## src/tps_regs.vh

```
// constants for the three rail power sequencer
`ifndef TPS_REGS_VH
`define TPS_REGS_VH
// timing clock: 120 us per nF of timing capacitance, period in ns
`define TPS_US_PER_NF        120
`define TPS_CAP_NF           10
`define TPS_SYS_PERIOD_NS    4
`define TPS_TCLK_NS          (`TPS_US_PER_NF * `TPS_CAP_NF * 1000)
`define TPS_TCLK_CYCLES      (`TPS_TCLK_NS / `TPS_SYS_PERIOD_NS)
// counts in timing clock periods
`define TPS_FIRST_TICKS      4'h9
`define TPS_STEP_TICKS       4'h8
`define TPS_SYNC_TICKS       4'h2
`define TPS_CNT_W            4
`endif

```

## src/tps_tick_div.v

```verilog
// timing clock divider producing a one-cycle tick enable
`timescale 1ns/10ps
module tps_tick_div #(
   parameter [31:0] DIVIDE = 32'd300000
) (
   // clock and reset
   input  wire clk_sys,
   input  wire reset_n,
   // tick out
   output reg  tick
);
   reg [31:0] count;

   always @(posedge clk_sys or negedge reset_n) begin
      if (!reset_n) begin
         count <= 32'h0;
         tick  <= 1'b0;
      end else if (count == DIVIDE - 32'd1) begin
         count <= 32'h0;
         tick  <= 1'b1;
      end else begin
         count <= count + 32'd1;
         tick  <= 1'b0;
      end
   end
endmodule // tps_tick_div

```

## src/tps_sequencer.v

```verilog
// three rail power sequencer core
`timescale 1ns/10ps
`include "tps_regs.vh"
// How it works
// RULE_01 - after reset all three outputs stay inactive until the request is seen high; with polarity select high they are active until the first clock edge.
// RULE_02 - the first output is released nine to ten timing periods after the request rises.
// RULE_03 - the second output is released exactly eight timing periods after the first.
// RULE_04 - the third output is released exactly eight timing periods after the second.
// RULE_05 - on request removal the outputs fall back in order third, second, first.
// RULE_06 - the third falls nine to ten periods after removal, the others eight apart.
// RULE_07 - removal before the first release clears the count and leaves all outputs off.
// RULE_08 - removal after the first release but before completion shuts down in reverse.
// RULE_09 - the polarity select inverts all outputs; low means a released output is high.
// RULE_10 - the system must hold the polarity select at a defined level, never floating.
// RULE_11 - the timing period is 120 us per nF of timing capacitance, 1.2 ms at 10 nF.
// RULE_12 - with polarity select high a released output is driven low.
// RULE_13 - the request passes a two-stage synchroniser before the sequencer uses it.
module tps_sequencer #(
   parameter [31:0] TCLK_CYCLES = `TPS_TCLK_CYCLES
) (
   // clock and reset
   input  wire clk_sys,
   input  wire reset_n,
   // control inputs
   input  wire sequence_request,
   input  wire polarity_select,
   // open-drain rail outputs, pin level and pull-down enable
   output reg  first_rail_output,
   output reg  first_rail_output_oe,
   output reg  second_rail_output,
   output reg  second_rail_output_oe,
   output reg  third_rail_output,
   output reg  third_rail_output_oe,
   // timing clock waveform indicator
   output reg  timing_cap_node
);
   // ****************************************
   // states
   // ****************************************
   localparam [2:0] ST_IDLE = 3'h0;
   localparam [2:0] ST_UP1  = 3'h1;
   localparam [2:0] ST_UP2  = 3'h2;
   localparam [2:0] ST_UP3  = 3'h3;
   localparam [2:0] ST_ON   = 3'h4;
   localparam [2:0] ST_DN3  = 3'h5;
   localparam [2:0] ST_DN2  = 3'h6;
   localparam [2:0] ST_DN1  = 3'h7;
   // idle -> up1 (first delay) -> up2 -> up3 -> on
   // on -> dn3 -> dn2 -> dn1 -> idle; an abort in up2 or up3 joins the down path

   reg  [2:0]              state;
   reg  [2:0]              next_state;
   reg  [`TPS_CNT_W-1:0]   count;
   reg  [`TPS_CNT_W-1:0]   next_count;
   reg  [2:0]              rails;
   reg  [2:0]              next_rails;
   reg  [2:0]              next_pull;
   reg                     req_meta;
   reg                     req_sync;
   wire                    tick;

   // counter reloads; the first one gives back the ticks the synchroniser used
   localparam [`TPS_CNT_W-1:0] LOAD_FIRST = `TPS_FIRST_TICKS - `TPS_SYNC_TICKS - 4'h1;
   localparam [`TPS_CNT_W-1:0] LOAD_STEP  = `TPS_STEP_TICKS - 4'h1;

   // ****************************************
   // timing clock
   // ****************************************
   // the capacitor oscillator is stood in for by a divider of the system clock
   tps_tick_div #(.DIVIDE(TCLK_CYCLES)) u_div ( // RULE_11
      .clk_sys (clk_sys),
      .reset_n (reset_n),
      .tick    (tick)
   );

   // ****************************************
   // request synchroniser
   // ****************************************
   // stages advance on ticks only, so the phase of the request against the
   // timing clock is what spreads the first delay over nine to ten periods
   always @(posedge clk_sys or negedge reset_n) begin
      if (!reset_n) begin
         req_meta <= 1'b0;
         req_sync <= 1'b0;
      end else if (tick) begin
         req_meta <= sequence_request; // RULE_13
         req_sync <= req_meta;         // RULE_13
      end
   end

   // ****************************************
   // sequencer
   // ****************************************
   // the count runs only on ticks; between ticks every register holds
   always @* begin
      next_state = state;
      next_count = count;
      next_rails = rails;
      if (tick) begin
         case (state)
            ST_IDLE: begin
               next_rails = 3'h0; // RULE_01
               next_count = 4'h0;
               if (req_sync) begin
                  next_state = ST_UP1;
                  next_count = LOAD_FIRST; // RULE_02
               end
            end
            ST_UP1: begin
               if (!req_sync) begin
                  next_state = ST_IDLE; // RULE_07
                  next_count = 4'h0;
               end else if (count == 4'h0) begin
                  next_rails = 3'h1; // RULE_02
                  next_state = ST_UP2;
                  next_count = LOAD_STEP;
               end else begin
                  next_count = count - 4'h1;
               end
            end
            ST_UP2: begin
               if (!req_sync) begin
                  // only the first rail is out; it alone goes back down
                  next_state = ST_DN1; // RULE_08
                  next_count = LOAD_FIRST;
               end else if (count == 4'h0) begin
                  next_rails = 3'h3; // RULE_03
                  next_state = ST_UP3;
                  next_count = LOAD_STEP;
               end else begin
                  next_count = count - 4'h1;
               end
            end
            ST_UP3: begin
               if (!req_sync) begin
                  // two rails are out; the second falls first
                  next_state = ST_DN2; // RULE_08
                  next_count = LOAD_FIRST;
               end else if (count == 4'h0) begin
                  next_rails = 3'h7; // RULE_04
                  next_state = ST_ON;
                  next_count = LOAD_STEP;
               end else begin
                  next_count = count - 4'h1;
               end
            end
            ST_ON: begin
               // hold every rail until the request is removed
               if (!req_sync) begin
                  next_state = ST_DN3; // RULE_05
                  next_count = LOAD_FIRST; // RULE_06
               end
            end
            ST_DN3, ST_DN2, ST_DN1: begin
               // a new request is ignored until the shutdown reaches idle
               if (count == 4'h0) begin
                  next_rails = {1'b0, rails[2:1]}; // RULE_05 RULE_06
                  next_state = (state == ST_DN1) ? ST_IDLE : state + 3'h1;
                  next_count = LOAD_STEP;
               end else begin
                  next_count = count - 4'h1;
               end
            end
            default: begin
               next_state = ST_IDLE;
               next_count = 4'h0;
               next_rails = 3'h0;
            end
         endcase
      end
   end

   // ****************************************
   // state register
   // ****************************************
   always @(posedge clk_sys or negedge reset_n) begin
      if (!reset_n) begin
         state <= ST_IDLE;
         count <= 4'h0;
         rails <= 3'h0;
      end else begin
         state <= next_state;
         count <= next_count;
         rails <= next_rails;
      end
   end

   // ****************************************
   // output drive
   // ****************************************
   // released level xor polarity; pull-down whenever the pin must read low
   always @* begin
      next_pull = ~(next_rails ^ {3{polarity_select}}); // RULE_09 RULE_12
   end

   // open-drain data stays zero, only the enables move the pins; reset pulls
   // every pin low, so an active-low regulator sees enable until the first
   // edge after release
   always @(posedge clk_sys or negedge reset_n) begin
      if (!reset_n) begin
         first_rail_output     <= 1'b0;
         first_rail_output_oe  <= 1'b1;
         second_rail_output    <= 1'b0;
         second_rail_output_oe <= 1'b1;
         third_rail_output     <= 1'b0;
         third_rail_output_oe  <= 1'b1;
         timing_cap_node       <= 1'b0;
      end else begin
         first_rail_output     <= 1'b0;
         second_rail_output    <= 1'b0;
         third_rail_output     <= 1'b0;
         first_rail_output_oe  <= next_pull[0]; // RULE_09 RULE_12
         second_rail_output_oe <= next_pull[1]; // RULE_09 RULE_12
         third_rail_output_oe  <= next_pull[2]; // RULE_09 RULE_12
         if (tick) begin
            timing_cap_node <= ~timing_cap_node;
         end
      end
   end
endmodule // tps_sequencer

```

## config.mk

```make
export PLATFORM = sky130hd
export DESIGN_NAME = tps_sequencer
export DESIGN_NICKNAME = d
export VERILOG_FILES = /design/src/tps_tick_div.v /design/src/tps_sequencer.v
export VERILOG_INCLUDE_DIRS = /design/src /design/src/src
export SDC_FILE = /design/constraint.sdc
export NUM_CORES = 1
export LEC_CHECK = 0
export BUFFER_PORTS_ARGS = -buffer_cell sky130_fd_sc_hd__buf_2
export CAP_MARGIN = 25
export CORE_ASPECT_RATIO = 1.4
export CORE_MARGIN = 10
export CORE_UTILIZATION = 57
export DETAILED_ROUTE_END_ITERATION = 16
export PLACE_DENSITY = 0.71
export SETUP_SLACK_MARGIN = 0.3
export SYNTH_ARGS = -nofsm -noshare
export SYNTH_HDL_FRONTEND = slang
export SYNTH_SLANG_ARGS = --single-unit
```

## constraint.sdc

```tcl
create_clock -name clk_sys -period 6.39 [get_ports clk_sys]
set_input_delay 0.639 -clock clk_sys [delete_from_list [all_inputs] [get_ports clk_sys]]
set_output_delay 0.639 -clock clk_sys [all_outputs]
set_load 0.05 [all_outputs]
```

# Word-level counts from Yosys, hierarchy flattened
# Cells that the tools add are included.
[totals]
ff_bits = 49
wordCells = 65
[op_classes]
bitwise = 3
addsub = 3
muxes = 28
reduce_logical = 6
eq_ne = 14
[op_table]
columns = ["cell", "count"]
rows = [
  ["$mux 3", 19],
  ["$add 32x1->32 const B", 1],
  ["$eq 32x19->1 const B", 1],
  ["$mux 32", 1],
  ["$pmux 4 s5", 1],
  ["$pmux 3 s6", 1],
  ["$mux 4", 4],
  ["$pmux 3 s5", 1],
  ["$eq 3x3->1 const B", 4],
  ["$ne 3x3->1 const B", 3],
  ["$reduce_and 7->1", 1],
  ["$eq 3x2->1 const B", 2],
  ["$ne 2x2->1 const B", 3],
  ["$logic_not 4->1", 1],
  ["$sub 4x1->4 const B", 1],
  ["$add 3x1->3 const B", 1],
  ["$eq 3x1->1 const B", 1],
  ["$logic_not 3->1", 1],
  ["$not 3->3", 1],
  ["$reduce_or 3->1", 1],
  ["$xor 3x3->3", 1],
  ["$reduce_and 2->1", 1],
  ["$reduce_or 2->1", 1],
  ["$mux 1", 1],
  ["$not 1->1", 1],
]

# Logic depth before layout (Yosys ltp)
# Gate-level depths: netlist of the first run.
[logic_depth]
ltp_word = 7
ltp_mapped = 9
mapped_depth_nobuf = 7

# Cells and area by module
# From an unflattened synthesis of the first run, not the netlist that was laid out.
[hier_totals]
cells_unflattened = 255
area_unflattened_um2 = 2637.5
[modules_own_cells]
columns = ["module", "seq_area_each_um2", "cells_each", "instances", "area_each_um2"]
rows = [
  ["tps_tick_div", 825.8, 143, 1, 1552.7],
  ["tps_sequencer", 404.1, 112, 1, 1084.8],
]

# Worst setup path before layout of the first run
# OpenSTA, ideal clock, no wires.
[synth_path]
path_kind = "reg-to-reg"
from = "register state[2]"
to = "register state[1]"
setup_ns = 0.125
arrival_time_ns = 2.116
stages_incl_launch_ff = 9
path_slack_ns = 4.149
required_time_ns = 6.265
path_cell_list = "dfrtp_1 clkbuf_1 inv_1 ha_1 clkbuf_1 nor4_1 a211o_1 nand2_1 mux2_2"
[synth_via]
elab_chain_len = 4
word_cells_on_any_way = 19
cone_classes = "eq/ne: 13; mux: 3; reduce/logical: 3"
[synth_rtl]
columns = ["item", "line", "source"]
rows = [
  ["start: declaration", "tps_sequencer.v:51", "reg [2:0] state;"],
  ["start signal: assignment", "tps_sequencer.v:182", "state <= next_state;"],
  ["$eq 3x3->1 (on tied branches)", "tps_sequencer.v:100, tps_sequencer.v:158", ""],
  ["$reduce_or 3->1 / $mux 3 (equally long branches)", "tps_sequencer.v:100, tps_sequencer.v:158", ""],
  ["$ne 2x2->1 (no line) / $mux 3 (equally long branches)", "-", ""],
  ["$reduce_and 7->1 (no line) / $pmux 3 s6 (equally long branches)", "-", ""],
]
# Several ways; a longest one is shown, not always the timed one. The select of a mux whose other input is x is not followed.
# A chain may end at the register's enable or synchronous reset.

# Worst setup path in the final report of the first run
[layout_path]
from = "register state[2]"
to = "register state[2]"
[layout_via]
elab_chain_len = 4
word_cells_on_any_way = 20
cone_classes = "add/sub: 1; eq/ne: 13; mux: 3; reduce/logical: 3"
[layout_rtl]
columns = ["item", "line", "source"]
rows = [
  ["$add 3x1->3 (tied with other cells)", "tps_sequencer.v:158", "next_state = (state == ST_DN1) ? ST_IDLE : state + 3'h1;"],
  ["$mux 3 / $reduce_or 3->1 (equally long branches)", "tps_sequencer.v:158, tps_sequencer.v:100", ""],
  ["$mux 3 / $ne 2x2->1 (equally long branches)", "-", ""],
  ["$pmux 3 s6 / $reduce_and 7->1 (equally long branches)", "-", ""],
]
# Several ways; a longest one is shown, not always the timed one. The select of a mux whose other input is x is not followed.

==> metrics.txt, run 1 <==
critical path class register to register; Detailed Route WL 5.01 mm; wire per inst 14.8 microns; VDD IR max 0.000170 V; maxcap violations 0; RSZ-0062 raised after global routing false; htree depth 2; Initial Util 58.0%; clock network fraction of design power 40.5%; worst-margin pin slew between 0.8 and 0.9 ns; gpl congestion around 0.87; CTS Buf Count 5; Hold Fails Final Rpt 0; register share of total power a little under three fifths; relative slew slack 39.8%; Comb power frac 3.0%; DIE AREA between 7000 and 8000 sq um; Die X 77.2 microns; type of the most critical hold path input pin to async pin; Final Skew 0.00432 ns; Clock Tree Buf Depth 2; CTS Root Cell clkbuf_8; dominant synthesized flop cell dfrtp_1; Initial DRC Count 93; share of layout cells above drive strength 1 10.9%; # diodes 0; CTS tree yes; Final Setup Violations 0; synth unique cells 57; Setup Buffers After CTS 0; Power Density 197 nW/um^2; DR DRC count 0; global-route wire length before repair 8.99 mm; leading area contributor after synthesis dfrtp_1; yosys synthesis warning count 0; post-route ant nets 0; PortBufs 7; #FFs+latches synth 49; net switching power 0.110 mW; antenna violations before repair 0; Async SR Flop Fraction 100%; Critical Path AT 2.55 ns; Skew-Pair Late Insertion Delay 0.29 ns; commonest non-fill, non-tap cell in the layout dfrtp_1; setup TNS 0 ns; Power Total 0.552 mW; top cells by area, synth dfrtp_1 44%, xnor2_1 5.0%, xor2_1 4.7%; Max Transition Viols Final 0; status finished, final reports clean; fmax 423 MHz; Clk pin slew, worst setup/hold paths around 0.080 ns; Resized Gates After CTS 0; Die Y 100 microns; Post-synth EDFFs 0; I/O Pins 11; post-synth top area share 44.1%; cell area after synthesis 2610 sq um; dpl hpwl 3.68 mm; Fillers 395; Seq/Total Area, Yosys between 40% and 50%; Reg area 1230 sq um; Sw Ratio between 10% and 20%; total track usage 13.9%; Post-CTS Hold Fix Bufs 0; Pint 0.441 mW; via count slightly below 2000; drt first pass iters 4; Core Area 4500 sq um; multi-input logic area around 1300 sq um; CP endpoint kind register; crit start category register; Area growth syn-to-layout 7.19%; post-DR vias/cell approximately 5.7; Remaining Overflow, GRT 0; Avg Inst Size Synth 9.74 sq um; vias in the first global route 1971; Rows 29; Clock Sinks 49; maximum fanout along the worst path 14; Final Critical Period approximately 2.4 ns; leakage 1.24 nW; most frequent cells in the layout 46 x dfrtp_1, 32 x nand2_1, 29 x nor2_1; fin crit share 37.0%; CP required between 6 and 7 ns; nets approximately 290; Syn Inst Count approximately 270; pin count of the biggest net entering global routing 50
-- stage by stage --
step | area, sq um | util [%] | instances | hold slack [ns] | worst slack [ns]
3_5_place_dp | 2680 | 59.6 | 330 | 0.452 | 4.07
5_1_grt | 2800 | 62.2 | 338 | 0.465 | 3.82
3_3_place_gp | 2680 | 59.6 | 330 | 0.452 | 4.18
2_1_floorplan | 2620 | - | 270 | 0.343 | 4.15
4_1_cts | 2800 | 62.2 | 338 | 0.441 | 4.05
6_report | 2800 | 62.2 | 338 | 0.418 | 4.03
-- state kept, by name, indices dropped and copies added, names as in the netlist --
name and cells:
count 4, first_rail_output_oe 1, rails 3, req_meta 1, req_sync 1, second_rail_output_oe 1, state 3, third_rail_output_oe 1
timing_cap_node 1, u_div.count 32, u_div.tick 1
-- worst max-delay path, stage by stage, from the launching register on --
cell,delay [ns]
dfrtp_1,0.61
inv_1,0.14
ha_1,0.32
nor4_1,0.58
a211o_1,0.21
nand2_1,0.11
mux2_2,0.29
-- final cells by class --
cell class                 instances  share of cell area (%)
multi-input combinational        200                    46.1
sequential                        49                    43.9
clock buffer                       7                    3.08
tap                               62                    2.77
timing repair buffer               8                    1.52
inverter                          11                    1.48
clock inverter                     1                    1.07
-- final timing paths --
check / from / endpoint / slack (ns) / cells after the start
max in group asynchronous: reset_n / u_div.count[23] / 5.55 / 2
hold reg to reg: timing_cap_node / timing_cap_node / 0.46 / 1
hold / removal: reset_n / rails[2] / 0.42 / 2
setup reg to reg: state[2] / state[2] / 4.03 / 6
min in group clk_sys: timing_cap_node / timing_cap_node / 0.46 / 1
setup / recovery: state[2] / state[2] / 4.03 / 6
-- metal layers --
layer / up-vias / share of wire (%) / track usage, % / routed length, microns
met1: 940 / 42 / 15.3 / 2090
met4: 0 / 1.9 / 6.62 / 97
met2: 36 / 54 / 25.2 / 2700
li1: 949 / - / - / -
met5: - / 0 / 0 / 0
met3: 10 / 2.4 / 2.59 / 121
-- power by group through the flow --
stage	Sequential (mW)	Clock [mW]	Combinational (mW)
final	0.312	0.223	0.0166
after global routing	0.312	0.241	0.0183
after CTS	0.312	0.230	0.0171
after detailed placement	0.318	0	0.0171
after global placement	0.318	0	0.0170
after floorplan	0.322	0	0.00608
-- synth_stat cells (2+ instances only) --
master / count
nor2b_1: 2
xnor2_1: 15
xor2_1: 14
nor3_2: 2
a21oi_1: 6
dfstp_2: 3
o21a_1: 2
buf_4: 3
nand2_1: 32
dfrtp_1: 46
nand4_1: 4
o21ai_0: 12
clkbuf_1: 6
nor4_1: 7
inv_1: 11
nor3b_1: 2
nor3_1: 6
nand3_1: 11
a211o_1: 2
ha_1: 8
nor2_1: 29
o22a_1: 2
mux2_2: 3
and3_1: 4
a22oi_1: 2
and4_1: 3
-- cell families (layout without fill, tap and decap cells) --
kind of cell             Yosys count  count (layout)  synth area share [%]
AO/OA/AOI/OAI                     42              42                  11.0
AND/OR/NAND/NOR                  114             114                  22.8
other                              1               3                 0.144
buffers and inverters             21              27                  3.74
adder cells (fa/ha/maj)            8               8                  3.83
multiplexers                       4               4                  1.68
flip-flops                        49              49                  47.1
XOR/XNOR                          29              29                  9.73
(Power assumes the default switching activity.)
==> inputs of run 2 (changes only) <==
==> constraint.sdc (replaced) <==
create_clock -name clk_sys -period 2.21 [get_ports clk_sys]
set_input_delay 0.221 -clock clk_sys [delete_from_list [all_inputs] [get_ports clk_sys]]
set_output_delay 0.221 -clock clk_sys [all_outputs]
set_load 0.05 [all_outputs]
==> run 2 against run 1 <==
Net effect:
- sequential power rose to 2.9 times the previous value
- clock skew fell by 0.00098 ns
- utilization rose by 6.6 points
- die area did not move
- wire length rose by 5.7%
- first-iteration DRC count rose by 18%
- sequential share of layout area fell by 4.1 points
- critical path type unchanged
==> metrics.txt, run 2 (same netlist as run 1, synthesis figures left out) <==
Final Critical Period 1.91 ns (-0.456 ns); max incr delay on CP 0.44 ns (-0.17 ns); CTS Root Cell clkbuf_8; drt first pass iters 4 (unchanged); DIE AREA 7730 sq um (unchanged); CP endpoint kind register; CTS Buf Count 5 (unchanged); Largest Register u_div.count; Clock Tree Buf Depth 2 (unchanged); Final Skew 0.00334 ns (-0.000984 ns); Final Setup Violations 0 (unchanged); Die Y 100 microns (unchanged); antenna violations before repair 0 (unchanged); worst-margin pin slew 0.599 ns (-0.298 ns); DR DRC count 0 (unchanged); Core Area 4500 sq um (unchanged); biggest regs u_div.count: 32 flops, count: 4 flops; Initial DRC Count 110 (+18%); pin count of the biggest net entering global routing 50 (unchanged); post-route ant nets 0 (unchanged); VDD IR max 0.000461 V (+170%); fin crit share 86.2% (+49 points); RSZ-0062 raised after global routing true; post-DR vias/cell 5.58 (-2.6%); Die X 77.2 microns (unchanged); CP required 2.45 ns (-4.12 ns); Hold Fails Final Rpt 0 (unchanged); nets 306 (+6.6%); Inst Count DP 340 (+3.0%); path depth of the worst reg2reg path 7 (+1); type of the most critical hold path input pin to async pin; relative slew slack 60.1% (+20 points); maxcap violations 0 (unchanged); vias in the first global route 2009 (+1.9%); CTS tree yes; fmax 525 MHz (+24%); crit start category register; wire per inst 14.8 microns (about the same); I/O Pins 11 (unchanged); total track usage 14.0% (+0.14 points); Skew-Pair Late Insertion Delay 0.30 ns (about the same); global-route wire length before repair 9.09 mm (+1.2%); Max Transition Viols Final 0 (unchanged); WHS 0.00260 ns (-0.415 ns); htree depth 2 (unchanged); Post-CTS Hold Fix Bufs 0 (unchanged); setup TNS 0 ns (unchanged); Power Total 1.69 mW (+210%); max reg flops 32 (unchanged); Util after Layout 68.8% (+6.6 points); critical path class register to register; Remaining Overflow, GRT 0 (unchanged); PortBufs 7 (unchanged); via count 1991 (+2.9%); Rows 29 (unchanged); maximum fanout along the worst path 6 (-8); Area growth syn-to-layout 18.5%; leakage 1.36 nW (+9.7%); Detailed Route WL 5.29 mm (+5.7%); most frequent cells in the layout 43 x dfrtp_1, 31 x nand2_1, 28 x nor2_1; share of layout cells above drive strength 1 24.4% (+14 points); Clk pin slew, worst setup/hold paths 0.09 ns (about the same); commonest non-fill, non-tap cell in the layout dfrtp_1; # diodes 0 (unchanged); gpl congestion 0.897 (+3.5%); Fillers 360 (-8.9%); Clock Sinks 49 (unchanged); Power Density 545 nW/um^2 (+180%); Critical Path AT 2.14 ns (-0.41 ns); CP max stage cell dfrtp_1; status finished, final reports clean; count of non-filler cells in the finished layout 357 (+5.6%); CP Cell Sequence buf_6 > ha_4 > o21a_1 > nor2_2 > o21ai_0 > a211o_1 > xnor2_2; dpl hpwl 3.72 mm (+1.3%); Initial Util 58.0% (unchanged)
==> run 2: changes by cell type in the layout (fill, tap and decap cells not counted), moves of 2 or more <==
cell,change
inv_1,-4
o21ai_0,-2
ha_1,-6
o21ai_1,+2
ha_4,+6
dfrtp_1,-3
inv_2,+4
dfrtp_2,+3
buf_4,+18
==> run 2: timing repair <==
action / in CTS / in global routing
setup endpoints to repair: 10 / 16
resized for setup: 14 / 20
setup buffers: 1 / 8
pin swaps: 1 / 9
==> run 2: stage by stage <==
stage	setup WS [ns]	cell area (sq um)
2_1_floorplan	0.311	2630
3_3_place_gp	0.130	2760
3_5_place_dp	0.117	2760
4_1_cts	0.302	2960
5_1_grt	0.225	3100
6_report	0.304	3100
==> run 2: critical path: cells and delay by family, from the launching register on <==
| family | cells | cell delay, ns |
|---|---|---|
| xor gates and xnor gates | 1 | 0.14 |
| DFF | 1 | 0.44 |
| AOI/OAI and AO/OA | 3 | 0.76 |
| adders and majority gates | 1 | 0.18 |
| and+or+nand+nor | 1 | 0.18 |
| buffers and inverters | 1 | 0.15 |
==> run 2: metal layers <==
| layer | up-vias | GRT usage (%) | wire length [microns] |
|---|---|---|---|
| li1 | 988 | - | - |
| met1 | 944 | 15.1 | 2170 |
| met2 | 43 | 25.3 | 2790 |
| met3 | 16 | 2.33 | 149 |
| met4 | 0 | 8.31 | 187 |
| met5 | - | 0 | 0 |
==> run 2: cell type report <==
| class | count | area (sq um) | area share, % |
|---|---|---|---|
| multi-input combinational | 200 | 1420 | 45.9 |
| inverter | 11 | 41.3 | 1.33 |
| tap | 62 | 77.6 | 2.51 |
| clock inverter | 3 | 65.1 | 2.10 |
| timing repair buffer | 27 | 189 | 6.10 |
| clock buffer | 5 | 68.8 | 2.22 |
| sequential | 49 | 1230 | 39.9 |
==> run 2: power by group <==
part	leakage [nW]	switching, mW	internal [mW]
Sequential	0.656	0.000618	0.901
Clock	0.0681	0.288	0.449
Combinational	0.639	0.0417	0.00724
==> run 2: path summary, 6_finish.rpt <==
check                           slack, ns       startpoint              endpoint
worst max-delay path                 0.30         state[0]  first_rail_output_oe
worst min-delay path                0.003          reset_n              rails[1]
worst min register to register       0.46  timing_cap_node       timing_cap_node
worst max register to register       0.30         state[0]  first_rail_output_oe
min in group clk_sys                 0.14  polarity_select  first_rail_output_oe
max in group asynchronous            1.77          reset_n        u_div.count[5]
==> inputs of run 3 (changes only) <==
==> constraint.sdc (replaced) <==
create_clock -name clk_sys -period 2.37 [get_ports clk_sys]
set_input_delay 0.237 -clock clk_sys [delete_from_list [all_inputs] [get_ports clk_sys]]
set_output_delay 0.237 -clock clk_sys [all_outputs]
set_load 0.05 [all_outputs]
==> run 3 against run 2 <==
Net effect:
- die area is the same
- register-to-register slack gained 0.03 ns
- largest cell class unchanged
- critical path depth stayed put
- sequential share of layout area increased by 2.5 points
- global-route usage is 0.55 points lower
- critical path type unchanged
- highest routed layer unchanged
==> metrics.txt, run 3 (same netlist as run 1, synthesis figures left out) <==
most frequent cells in the layout 46 x dfrtp_1, 32 x nand2_1, 29 x nor2_1; Hold Fails Final Rpt 0 (unchanged); relative slew slack 63.8% (+3.7 points); vias in the first global route 1930 (-3.9%); Initial DRC Count 81 (-26%); Die Y 100 microns (unchanged); Clock Tree Buf Depth 2 (unchanged); Detailed Route WL 5.03 mm (-4.9%); global-route wire length before repair 8.65 mm (-4.9%); dpl hpwl 3.77 mm (+1.1%); maxcap violations 0 (unchanged); Initial Util 58.0% (unchanged); Clock Sinks 49 (unchanged); Inst Count DP 335 (-1.5%); # diodes 0 (unchanged); Final Skew 0.00488 ns (+0.00154 ns); Core Area 4500 sq um (unchanged); Final Setup Violations 0 (unchanged); CP endpoint kind register; DIE AREA 7730 sq um (unchanged); Power Total 1.49 mW (-12%); leakage 1.29 nW (-5.6%); Remaining Overflow, GRT 0 (unchanged); commonest non-fill, non-tap cell in the layout dfrtp_1; antenna violations before repair 0 (unchanged); Max Transition Viols Final 0 (unchanged); Fillers 404 (+12%); DR DRC count 0 (unchanged); CTS Buf Count 5 (unchanged); PnR worst setup slack 0.331 ns (+0.0264 ns); max reg flops 32 (unchanged); status finished, final reports clean; critical path class register to register; CP required 2.55 ns (+0.10 ns); hold_sp polarity_select; PortBufs 7 (unchanged); htree depth 2 (unchanged); CTS Root Cell clkbuf_8; gpl congestion 0.919 (+2.4%); drt first pass iters 4 (unchanged); I/O Pins 11 (unchanged); post-DR vias/cell 5.65 (+1.3%); Power Density 512 nW/um^2 (-6.1%); Util after Layout 64.5% (-4.3 points); pin count of the biggest net entering global routing 31 (-38%); CTS tree yes; fin crit share 86.1% (-0.18 points); crit start category register; VDD IR max 0.000553 V (+20%); total track usage 13.5% (-0.55 points); via count 1954 (-1.9%); setup TNS 0 ns (unchanged); Die X 77.2 microns (unchanged); FF-to-FF Start state[1]; Rows 29 (unchanged); Clk pin slew, worst setup/hold paths 0.08 ns (about the same); DP Worst Slack 0.264 ns (+0.148 ns); maximum fanout along the worst path 6 (unchanged); Final Critical Period 2.04 ns (+0.134 ns); RSZ-0062 raised after global routing true; Area growth syn-to-layout 11.2%; Skew-Pair Late Insertion Delay 0.30 ns (about the same); Largest Register u_div.count; post-route ant nets 0 (unchanged); type of the most critical hold path input pin to register; nets 295 (-3.6%); share of layout cells above drive strength 1 15.1% (-9.3 points); count of non-filler cells in the finished layout 346 (-3.1%); fmax 490 MHz (-6.6%); biggest regs u_div.count: 32 flops, count: 4 flops; Critical Path AT 2.22 ns (+0.08 ns); worst-margin pin slew 0.537 ns (-0.0610 ns); wire per inst 14.5 microns (-1.9%); crit path from state[1]
[run 3: changes by cell type in the layout (fill, tap and decap cells not counted), moves of 3 or more]
cell	delta
ha_4	-5
dfrtp_2	-3
dfrtp_1	+3
buf_4	-11
inv_1	+4
inv_2	-4
ha_2	+3
[run 3: final timing paths]
check	end	cells past startpoint	slack (ns)
worst max-delay path	state[2]	7	0.33
worst min-delay path	first_rail_output_oe	2	0.13
worst max register to register	state[2]	7	0.33
worst min register to register	timing_cap_node	1	0.46
max in group asynchronous	second_rail_output_oe	3	1.19
min in group asynchronous	u_div.count[7]	2	0.41
[run 3: final cells by class]
cell class / count / area [sq um] / area share [%]
repair buffers: 16 / 105 / 3.62
inverters: 11 / 41.3 / 1.42
clock buffers: 7 / 86.3 / 2.97
flip-flops and latches: 49 / 1230 / 42.4
multi-input cells: 200 / 1330 / 45.9
clock inverters: 1 / 30.0 / 1.03
well taps: 62 / 77.6 / 2.67
[run 3: metrics by stage]
stage | hold slack [ns] | area (sq um)
5_1_grt | 0.121 | 2900
3_3_place_gp | 0.199 | 2730
3_5_place_dp | 0.205 | 2730
2_1_floorplan | -0.0586 | 2630
6_report | 0.133 | 2900
4_1_cts | 0.125 | 2850
[run 3: layer usage]
metal | part of all wire, % | vias to the layer above | global-route usage, %
met3 | 2.5 | 17 | 2.50
met1 | 42 | 937 | 14.4
met5 | 0 | - | 0
li1 | - | 961 | -
met4 | 3.9 | 0 | 8.87
met2 | 52 | 39 | 23.7
[run 3: repair_timing]
| action | 4_1_cts | 5_1_grt |
|---|---|---|
| buffers inserted | 0 | 2 |
| endpoints found under the hold margin | 19 | 0 |
| hold buffers | 1 | 0 |
| endpoints found under the setup margin | 2 | 23 |
| pin swaps | 0 | 2 |
| resized for setup | 1 | 8 |
[run 3: critical path: stages (launching register included)]
cell and delay [ns]:
dfrtp_1 0.45, inv_1 0.11, ha_2 0.28, o21a_1 0.19
nor2_1 0.09, a211o_1 0.32, nand2_1 0.13, mux2_2 0.34
[run 3: power breakdown]
| part | internal, mW | switching [mW] | total (mW) |
|---|---|---|---|
| registers | 0.840 | 0.000459 | 0.840 |
| clock network | 0.344 | 0.257 | 0.601 |
| logic | 0.00732 | 0.0386 | 0.0460 |
| total | 1.19 | 0.296 | 1.49 |
